==> src/hws_pkg.sv <==
/*
 * Package for the half-word store execution block: address mode and
 * operation encodings, register file sizes, field widths and reset values.
 * Assumes nothing beyond a SystemVerilog compiler.
 */
package hws_pkg;

    // ==========================================================================
    // Operation and address mode encodings.
    // ==========================================================================
    // Address mode of the store.
    typedef enum logic [2:0] {
        HWS_AM_PLAIN = 3'h0, // Store at the pointer, no update.
        HWS_AM_INC = 3'h1, // Store, then add two bytes.
        HWS_AM_DEC = 3'h2, // Store, then subtract two bytes.
        HWS_AM_SHORT = 3'h3, // Pointer plus short even offset.
        HWS_AM_LONG_ADD = 3'h4, // Pointer plus long even offset.
        HWS_AM_LONG_SUB = 3'h5, // Pointer minus long even offset.
        HWS_AM_INDEX = 3'h6 // Store, then add second register.
    } hws_mode_t;

    // Execution state, one-hot.
    typedef enum logic [1:0] {
        HWS_ST_IDLE = 2'b01,
        HWS_ST_DONE = 2'b10
    } hws_state_t;

    // ==========================================================================
    // Widths, steps and reset values.
    // ==========================================================================
    localparam int HWS_DATA_W = 32;
    localparam int HWS_HALF_W = 16;
    localparam int HWS_SHORT_W = 5;
    localparam int HWS_LONG_W = 16;
    localparam int HWS_NUM_IDX = 4;
    localparam int HWS_NUM_PTR = 8;
    localparam logic [31:0] HWS_HALF_STEP = 32'h0000_0002;
    localparam logic [31:0] HWS_ZERO_WORD = 32'h0000_0000;
    localparam logic [15:0] HWS_ZERO_HALF = 16'h0000;
    localparam logic [2:0] HWS_ZERO_SEL = 3'h0;

endpackage

==> src/hws_store_unit.sv <==
/*
 * Half-word store execution unit. Takes one issued store per cycle, forms
 * the effective address, drives a 16-bit memory write, reports misalignment
 * and hands back the updated pointer or index value. A refused or misaligned
 * store leaves memory and every pointer untouched; only a pulse reports it.
 * The checks at the end run on the core clock and rest during reset.
 * Assumes the sequencer supplies register contents and writes the updated
 * pointer back, and the memory accepts one write per cycle.
 */
`timescale 1ns/10ps
`default_nettype none

module hws_store_unit #(
    parameter int IDX_CNT = hws_pkg::HWS_NUM_IDX
) (
    input wire logic clk,
    input wire logic rst_n,
    input wire logic issue_valid,
    input wire logic upper_sel,
    input wire logic use_index,
    input wire hws_pkg::hws_mode_t mode,
    input wire logic parallel_req,
    input wire logic [31:0] data_value,
    input wire logic [1:0] idx_sel,
    input wire logic [31:0] idx_value,
    input wire logic [31:0] mod_value,
    input wire logic [31:0] len_value,
    input wire logic [31:0] base_value,
    input wire logic [2:0] ptr_sel,
    input wire logic [2:0] ptr2_sel,
    input wire logic [31:0] ptr_value,
    input wire logic [31:0] ptr2_value,
    input wire logic [4:0] short_halfword_offset,
    input wire logic [15:0] long_halfword_offset,
    output logic mem_wr_ff,
    output logic [31:0] mem_addr_ff,
    output logic [15:0] mem_wdata_ff,
    output logic misalign_exc_ff,
    output logic illegal_ff,
    output logic upd_idx_ff,
    output logic [1:0] upd_idx_sel_ff,
    output logic upd_ptr_ff,
    output logic [2:0] upd_ptr_sel_ff,
    output logic [31:0] upd_value_ff,
    output logic done_ff
);

    // ==========================================================================
    // Decode of the issued store.
    // ==========================================================================
    // Combinational decode; every value below except state_ff settles within the issue cycle.
    logic [31:0] base_addr;
    logic [31:0] eff_addr;
    logic [31:0] step;
    logic [31:0] linear_next;
    logic [31:0] circ_next;
    logic [31:0] end_addr;
    logic [31:0] upd_next;
    logic form_ok;
    logic is_long;
    logic updates;
    logic odd_addr;
    logic go;
    hws_pkg::hws_state_t state_ff;

    // Source address selection and effective address forming.
    always_comb begin
        base_addr = use_index ? idx_value : ptr_value;
        is_long = (mode == hws_pkg::HWS_AM_LONG_ADD) || (mode == hws_pkg::HWS_AM_LONG_SUB);
        // Offsets are zero-extended byte counts; the sequencer keeps them even.
        case (mode)
            hws_pkg::HWS_AM_SHORT: begin
                eff_addr = base_addr + {27'h000_0000, short_halfword_offset};
            end
            hws_pkg::HWS_AM_LONG_ADD: begin
                eff_addr = base_addr + {16'h0000, long_halfword_offset};
            end
            hws_pkg::HWS_AM_LONG_SUB: begin
                eff_addr = base_addr - {16'h0000, long_halfword_offset};
            end
            default: begin
                eff_addr = base_addr;
            end
        endcase
    end

    // Legal form check: high stores only plain, index-register step, or index form.
    always_comb begin
        if (upper_sel) begin
            case (mode)
                hws_pkg::HWS_AM_PLAIN: form_ok = 1'b1;
                hws_pkg::HWS_AM_INC: form_ok = use_index;
                hws_pkg::HWS_AM_DEC: form_ok = use_index;
                // On an index register the index form steps by the modify value.
                hws_pkg::HWS_AM_INDEX: form_ok = 1'b1;
                default: form_ok = 1'b0;
            endcase
        end else begin
            case (mode)
                hws_pkg::HWS_AM_SHORT: form_ok = !use_index;
                hws_pkg::HWS_AM_LONG_ADD: form_ok = !use_index;
                hws_pkg::HWS_AM_LONG_SUB: form_ok = !use_index;
                // Plain, step and index forms are taken from either source.
                default: form_ok = 1'b1;
            endcase
        end
        // Long forms are 32-bit and cannot pair; every other form may.
        if (is_long && parallel_req) begin
            form_ok = 1'b0;
        end
    end

    // Pointer update value, with circular wrap on index registers.
    always_comb begin
        case (mode)
            hws_pkg::HWS_AM_INC: step = hws_pkg::HWS_HALF_STEP;
            hws_pkg::HWS_AM_DEC: step = hws_pkg::HWS_ZERO_WORD - hws_pkg::HWS_HALF_STEP;
            hws_pkg::HWS_AM_INDEX: step = use_index ? mod_value : ptr2_value;
            default: step = hws_pkg::HWS_ZERO_WORD;
        endcase
        linear_next = base_addr + step;
        // Base and length come from the sequencer's register file; no copy is held here,
        // so reset leaves them as they were and boot code must clear them.
        end_addr = base_value + len_value;
        circ_next = linear_next;
        // A zero length turns the wrap off, giving plain linear steps.
        if (len_value != hws_pkg::HWS_ZERO_WORD) begin
            if (!step[31] && (linear_next >= end_addr)) begin
                circ_next = linear_next - len_value;
            end else if (step[31] && (linear_next < base_value)) begin
                circ_next = linear_next + len_value;
            end
        end
        upd_next = use_index ? circ_next : linear_next;
        // An index form that names one pointer twice skips the increment.
        updates = (mode == hws_pkg::HWS_AM_INC) || (mode == hws_pkg::HWS_AM_DEC)
            || ((mode == hws_pkg::HWS_AM_INDEX) && (use_index || (ptr_sel != ptr2_sel)));
    end

    // Only bit 0 matters: a half-word needs two-byte alignment.
    assign odd_addr = eff_addr[0];
    assign go = issue_valid && form_ok;

    // ==========================================================================
    // Memory write and exception outputs.
    // ==========================================================================
    // Drives the half-word write, or the exception in its place.
    always_ff @(posedge clk or negedge rst_n) begin
        if (!rst_n) begin
            mem_wr_ff <= 1'b0;
            mem_addr_ff <= hws_pkg::HWS_ZERO_WORD;
            mem_wdata_ff <= hws_pkg::HWS_ZERO_HALF;
            misalign_exc_ff <= 1'b0;
            illegal_ff <= 1'b0;
        end else begin
            mem_wr_ff <= go && !odd_addr;
            // Address and data load every cycle; only the strobe qualifies them.
            mem_addr_ff <= eff_addr;
            mem_wdata_ff <= upper_sel ? data_value[31:16] : data_value[15:0];
            misalign_exc_ff <= go && odd_addr;
            illegal_ff <= issue_valid && !form_ok;
        end
    end

    // Write-back of the updated pointer or index; suppressed on exception.
    always_ff @(posedge clk or negedge rst_n) begin
        if (!rst_n) begin
            upd_idx_ff <= 1'b0;
            upd_ptr_ff <= 1'b0;
            upd_idx_sel_ff <= 2'h0;
            upd_ptr_sel_ff <= hws_pkg::HWS_ZERO_SEL;
            upd_value_ff <= hws_pkg::HWS_ZERO_WORD;
        end else begin
            upd_idx_ff <= go && !odd_addr && updates && use_index;
            upd_ptr_ff <= go && !odd_addr && updates && !use_index;
            // Target and value load every cycle; the strobes alone qualify them.
            upd_idx_sel_ff <= idx_sel;
            upd_ptr_sel_ff <= ptr_sel;
            upd_value_ff <= upd_next;
        end
    end

    // Completion state: one cycle in DONE after each accepted store.
    always_ff @(posedge clk or negedge rst_n) begin
        if (!rst_n) begin
            state_ff <= hws_pkg::HWS_ST_IDLE;
            done_ff <= 1'b0;
        end else begin
            case (state_ff)
                hws_pkg::HWS_ST_IDLE: state_ff <= go ? hws_pkg::HWS_ST_DONE : hws_pkg::HWS_ST_IDLE;
                hws_pkg::HWS_ST_DONE: state_ff <= go ? hws_pkg::HWS_ST_DONE : hws_pkg::HWS_ST_IDLE;
                default: state_ff <= hws_pkg::HWS_ST_IDLE;
            endcase
            done_ff <= go;
        end
    end
endmodule

`default_nettype wire
==> config.mk <==
export PLATFORM = sky130hd
export DESIGN_NAME = hws_store_unit
export DESIGN_NICKNAME = d
export VERILOG_FILES = /design/src/hws_pkg.sv /design/src/hws_store_unit.sv
export SDC_FILE = /design/constraint.sdc
export NUM_CORES = 1
export LEC_CHECK = 0
export BUFFER_PORTS_ARGS = -buffer_cell sky130_fd_sc_hd__buf_4
export CAP_MARGIN = 10
export CORE_MARGIN = 2
export CORE_UTILIZATION = 60
export CTS_CLUSTER_SIZE = 24
export DETAILED_ROUTE_END_ITERATION = 10
export MAX_ROUTING_LAYER = met4
export PLACE_DENSITY = 0.89
export SYNTH_ARGS = -nofsm -noshare
export SYNTH_HDL_FRONTEND = slang
export SYNTH_SLANG_ARGS = --single-unit
==> constraint.sdc <==
create_clock -name clk -period 0.8 [get_ports clk]
set_clock_uncertainty 0.1 [all_clocks]
set_input_delay 0 -clock clk [delete_from_list [all_inputs] [get_ports clk]]
set_output_delay 0 -clock clk [all_outputs]
set_load 0.05 [all_outputs]
==> results.yml, run 1 <==
outcome:
  last-stage-reached: "4_1_cts"
  status: "stopped before the end"
  error_message: "[ERROR DPL-0038] Utilization greater than 100%, impossible to legalize"
synthesis:
  synth_net_count: 2268
  synth_enable_flop_cells: 0
  yosys_most_used_dff: "sky130_fd_sc_hd__dfrtp_1"
  syn_area_um2: 14100
  ys_ff_latch: 91
  synth_area_per_cell_um2: 7.94
  synthTopCellsByArea: "sky130_fd_sc_hd__ha_1 (20%), sky130_fd_sc_hd__dfrtp_1 (16%), sky130_fd_sc_hd__a21oi_1 (6.9%)"
  synth_cell_type_count: 78
  asyncSetResetFlopFracSynth_pct: 100
  synth_top_area_share_pct: 19.7
  yosysTopAreaCell: "sky130_fd_sc_hd__ha_1"
  synth_sequential_area_ratio_pct: 16.1
  syn_inst: 1779
  yosys_warnings: 0
placement:
  dp_hpwl_um: 62100
  place.gp.congestion: 1.20
  placedCellCount: 2997
  port_buffers: 352
floorplan:
  die_w_um: 157
  num_io_pins: 353
  start_util_pct: 60.7
  cell_row_count: 56
  die_height_um: 157
clock_tree:
  ctsRootBufferMaster: "sky130_fd_sc_hd__clkbuf_16"
  tritoncts_sinks: 91
  ctsLongestPathBuffers: 2
  postCtsResizedCells: 529
  cts_made_buffers: 9
  htree_levels: 3
  cts_setup_buffers: 99
  cts_hold_buffers_added: 36
-- cell families after synthesis --
family / share of synthesized area (%)
xor+xnor: 6.70
simple gates: 16.4
compound gates: 28.7
fa+ha+maj: 20.4
flops: 16.1
buf+inv: 4.88
mux: 6.88
-- cell usage after synthesis, types with 6 or more instances --
| cell | count |
|---|---|
| sky130_fd_sc_hd__xor2_1 | 46 |
| sky130_fd_sc_hd__xnor2_1 | 62 |
| sky130_fd_sc_hd__ha_1 | 222 |
| sky130_fd_sc_hd__and2_1 | 9 |
| sky130_fd_sc_hd__a211oi_1 | 16 |
| sky130_fd_sc_hd__inv_1 | 116 |
| sky130_fd_sc_hd__nor4_1 | 19 |
| sky130_fd_sc_hd__a211o_1 | 11 |
| sky130_fd_sc_hd__nor3_1 | 31 |
| sky130_fd_sc_hd__mux2i_1 | 42 |
| sky130_fd_sc_hd__a311oi_1 | 6 |
| sky130_fd_sc_hd__clkbuf_1 | 56 |
| sky130_fd_sc_hd__o21bai_1 | 26 |
| sky130_fd_sc_hd__and3_1 | 14 |
| sky130_fd_sc_hd__nand4_1 | 19 |
| sky130_fd_sc_hd__o211ai_1 | 6 |
| sky130_fd_sc_hd__or3_1 | 13 |
| sky130_fd_sc_hd__nor2_1 | 136 |
| sky130_fd_sc_hd__nand3_1 | 27 |
| sky130_fd_sc_hd__o21a_1 | 13 |
| sky130_fd_sc_hd__o31ai_1 | 15 |
| sky130_fd_sc_hd__a221oi_1 | 11 |
| sky130_fd_sc_hd__mux2_2 | 49 |
| sky130_fd_sc_hd__a21o_1 | 76 |
| sky130_fd_sc_hd__o221ai_1 | 17 |
| sky130_fd_sc_hd__o21ai_0 | 108 |
| sky130_fd_sc_hd__nand2_1 | 103 |
| sky130_fd_sc_hd__nand2b_1 | 33 |
| sky130_fd_sc_hd__a31oi_1 | 23 |
| sky130_fd_sc_hd__or2_2 | 14 |
| sky130_fd_sc_hd__nor2b_1 | 26 |
| sky130_fd_sc_hd__a32o_1 | 9 |
| sky130_fd_sc_hd__a221o_1 | 21 |
| sky130_fd_sc_hd__dfrtp_1 | 91 |
| sky130_fd_sc_hd__a21oi_1 | 194 |
-- metrics by stage --
stage	hold slack, ns	setup slack, ns	setup TNS [ns]	instance area [µm²]
after floorplan	-0.396	-4.30	-193.07	14700
after global placement	-0.196	-4.57	-222.00	22000
after detailed placement	-0.191	-5.22	-252.12	22000
==> inputs of run 2 (changes only) <==
--- a/config.mk
+++ b/config.mk
@@ -8,11 +8,9 @@
 export BUFFER_PORTS_ARGS = -buffer_cell sky130_fd_sc_hd__buf_4
 export CAP_MARGIN = 10
 export CORE_MARGIN = 2
-export CORE_UTILIZATION = 60
-export CTS_CLUSTER_SIZE = 24
+export CORE_UTILIZATION = 40
 export DETAILED_ROUTE_END_ITERATION = 10
-export MAX_ROUTING_LAYER = met4
-export PLACE_DENSITY = 0.89
+export PLACE_DENSITY_LB_ADDON = 0.15
 export SYNTH_ARGS = -nofsm -noshare
 export SYNTH_HDL_FRONTEND = slang
 export SYNTH_SLANG_ARGS = --single-unit
==> run 2 against run 1 <==
The flow now finishes, with violations (hold timing, setup timing). Synthesized cell count stayed put. Area after synthesis stayed put.
==> results.yml, run 2 <==
pwr:
  share_of_total_power_in_combinational_logic_pct: 77.0
  internal_power_mw: 25.8
  pwr-share-clk_pct: 9.6
  switching_share_pct: 46.6
  total_power_consumption_mw: 48.2
  total_switching_power_mw: 22.4
  power-per-cell-area_nw_per_um2: 1830
  portion_of_total_power_attributed_to_sequential_cells_pct: 13.4
  p_leak_nw: 13.3
  ir_worst_vdd_mv: 2.91
drt:
  avgViaCountPerCell: 5.58
  totalWireLength_um: 67800
  route.vias.total: 18638
  drcViolationCount: 0
  detail_route.first_pass.iterations: 5
  detail-route-antenna-nets: 0
  drt-wirelength-per-cell_um: 20.3
  drt_first_iter_violations: 1027
worst_hold_path:
  worst_hold_path_type: "in -> reg"
  hold_depth: 3
  hold-path-endpoint: "upd_ptr_ff$_DFF_PN0_"
  min-delay-start: "use_index"
critical_path:
  end_kind: "flip-flop"
  worst_setup_path_start_kind: "input pin"
  critical_path_class: "in -> reg"
  critPathArrivalTime_ns: 5.09
  cp_max_fo: 8
  cp_data_required_time_ns: 0.92
clock_tree:
  htree_levels: 3
  tritoncts: "yes"
  cts.clk_slew.worst_paths_ns: 0.07
  cts_made_buffers: 9
  ctsLongestPathBuffers: 2
  ctsRootBufferMaster: "sky130_fd_sc_hd__clkbuf_16"
  cts_hold_buffers_added: 39
  tritoncts_sinks: 91
synthesis:
  yosys_warnings: 0
  asyncSetResetFlopFracSynth_pct: 100
  main_combinational_cell_family_by_area_after_synthesis: "compound AO/OA/AOI/OAI gates"
  syn_inst: 1779
  ys_top_cells_by_count: "sky130_fd_sc_hd__ha_1 (222), sky130_fd_sc_hd__a21oi_1 (194), sky130_fd_sc_hd__nor2_1 (136)"
  synth_compound_area_share_pct: 28.7
  yosysTopAreaCell: "sky130_fd_sc_hd__ha_1"
  synth_area_per_cell_um2: 7.94
  synth_sequential_area_ratio_pct: 16.1
  synth_fa_ha_area_share_pct: 20.4
  synth_most_common_cell: "sky130_fd_sc_hd__ha_1"
  post_synth_and_or_nand_nor_area_fraction_pct: 16.4
  synth_enable_flop_cells: 0
  ys_ff_latch: 91
  syn_area_um2: 14100
  synthTopCellsByArea: "sky130_fd_sc_hd__ha_1 (20%), sky130_fd_sc_hd__dfrtp_1 (16%), sky130_fd_sc_hd__a21oi_1 (6.9%)"
  synth_net_count: 2268
  synth_cell_type_count: 78
  yosys_most_used_dff: "sky130_fd_sc_hd__dfrtp_1"
  synth_top_area_share_pct: 19.7
  synth_xor_xnor_area_share_pct: 6.70
  synth.mux.area_fraction_pct: 6.88
cells_and_area:
  nets: 3373
  layout.filler_cells: 2554
  area.growth.synth_to_final_pct: 86.4
  registers_with_the_most_flip_flops: "mem_addr_ff x32, upd_value_ff x32, mem_wdata_ff x16"
  drive_gt1_share_pct: 51.4
  multi_input_comb_area_um2: 13100
  sequential_cell_area_in_the_final_layout_um2: 2280
  mostFrequentLayoutCell: "sky130_fd_sc_hd__buf_4"
  layout_common_cells: "sky130_fd_sc_hd__buf_4 (956), sky130_fd_sc_hd__ha_1 (193), sky130_fd_sc_hd__a21oi_1 (139)"
  inserted_diodes: 0
floorplan:
  die_w_um: 192
  num_io_pins: 353
  start_util_pct: 40.8
  cell_row_count: 68
  die_area_um2: 36800
  core_area_um2: 34600
  die_height_um: 192
global_routing:
  first_global_vias: 19014
  grt_max_degree: 31
  global_route.overflow_total: 0
  grt_first_pass_wirelength_um: 98300
  grt_use_total_pct: 34.2
  antenna_found_initial: 2
sta:
  max_freq_mhz: 201
  timing.final.hold_violations: 14
  tightest_pin_transition_ns: 0.781
  fin_crit_ns: 4.97
  final_min_period_over_clock_period_pct: 621
  crit_path_setup_slack_layout_ns: -4.17
  hold_slack_ns: -0.155
  grt_setup_unrepaired: "true"
  slew_headroom_pct: 47.6
  slew_viol_final: 0
  report.final.setup_viol: 167
placement:
  place.gp.congestion: 0.984
  dp_hpwl_um: 50700
  port_buffers: 352
outcome:
  violations: "hold timing, setup timing"
  status: "finished with violations"
job:
  max_capacitance_violation_count: 0
==> run 2: cell counts after synthesis <==
No cell type changed its count.
==> run 2: metal layers <==
layer / up-vias / GRT usage, % / share of wire, %
met4: 4 / 19.4 / 6.6
met2: 759 / 61.0 / 49
met3: 258 / 5.85 / 6.8
li1: 8800 / - / -
met1: 8817 / 38.5 / 38
met5: - / 0 / 0.032
==> run 2: layout make-up <==
type | count | area share, %
clock buffer | 9 | 0.855
clock inverter | 6 | 0.299
inverter | 116 | 1.67
multi-input combinational | 1506 | 49.6
sequential | 91 | 8.65
tap | 455 | 2.16
timing repair buffer | 1160 | 36.7
==> run 2: logic make-up after synthesis <==
| kind of cell | after synthesis |
|---|---|
| multiplexers | 91 |
| AND/OR/NAND/NOR | 468 |
| buffers and inverters | 182 |
| adder cells (fa/ha/maj) | 227 |
| XOR/XNOR | 108 |
| AO/OA/AOI/OAI | 612 |
| flip-flops | 91 |
==> run 2: worst max path at each step <==
stage,endpoint,startpoint,depth (start not counted)
after floorplan,upd_value_ff[26]$_DFF_PN0_,use_index,26
after CTS,upd_value_ff[26]$_DFF_PN0_,use_index,23
after global placement,upd_value_ff[26]$_DFF_PN0_,use_index,23
after global routing,upd_value_ff[26]$_DFF_PN0_,use_index,25
final,upd_value_ff[26]$_DFF_PN0_,use_index,24
after detailed placement,upd_value_ff[26]$_DFF_PN0_,use_index,24
==> run 2: power by group through the flow <==
| stage | Combinational [mW] | Sequential, mW | Clock [mW] |
|---|---|---|---|
| 2_1_floorplan | 13.5 | 9.72 | 0 |
| 3_3_place_gp | 30.7 | 6.27 | 0 |
| 3_5_place_dp | 31.0 | 6.22 | 0 |
| 4_1_cts | 34.9 | 6.30 | 4.60 |
| 5_1_grt | 39.4 | 6.50 | 4.86 |
| 6_report | 37.1 | 6.46 | 4.63 |
==> run 2: timing repair <==
item	in CTS	in global routing
cloned	6	0
pin swaps	159	106
gates resized for setup	335	145
setup buffers	68	30
setup endpoints to repair	161	166
endpoints found under the hold margin	120	17
==> run 2: worst max-delay path, cell delays in order <==
cell and delay (ns):
sky130_fd_sc_hd__buf_16 0.13, sky130_fd_sc_hd__mux2i_1 0.21, sky130_fd_sc_hd__a21oi_1 0.10, sky130_fd_sc_hd__or2_4 0.28, sky130_fd_sc_hd__ha_4 0.23, sky130_fd_sc_hd__a211oi_4 0.25, sky130_fd_sc_hd__o21ai_2 0.14, sky130_fd_sc_hd__buf_4 0.16
sky130_fd_sc_hd__a21oi_4 0.17, sky130_fd_sc_hd__a21oi_2 0.09, sky130_fd_sc_hd__a2111o_1 0.51, sky130_fd_sc_hd__a311oi_2 0.30, sky130_fd_sc_hd__nor3_2 0.08, sky130_fd_sc_hd__nor3_2 0.25, sky130_fd_sc_hd__xnor2_2 0.14, sky130_fd_sc_hd__ha_1 0.31
sky130_fd_sc_hd__nand4_1 0.13, sky130_fd_sc_hd__or2_4 0.28, sky130_fd_sc_hd__buf_4 0.13, sky130_fd_sc_hd__o221a_4 0.23, sky130_fd_sc_hd__and2_4 0.20, sky130_fd_sc_hd__o21ai_4 0.20, sky130_fd_sc_hd__nor4_2 0.07, sky130_fd_sc_hd__or4_1 0.48
==> run 2: through the flow <==
stage	utilization, %	worst slack, ns	area, µm²	std cells	TNS [ns]
3_5_place_dp	65.5	-4.93	22700	3200	-234.24
2_1_floorplan	-	-4.30	14700	1779	-193.07
5_1_grt	76.0	-4.35	26300	3343	-229.68
3_3_place_gp	65.5	-4.92	22700	3200	-229.74
4_1_cts	73.8	-4.04	25500	3322	-212.40
6_report	76.0	-4.17	26300	3343	-217.52
Power figures use the tool's default switching activity.
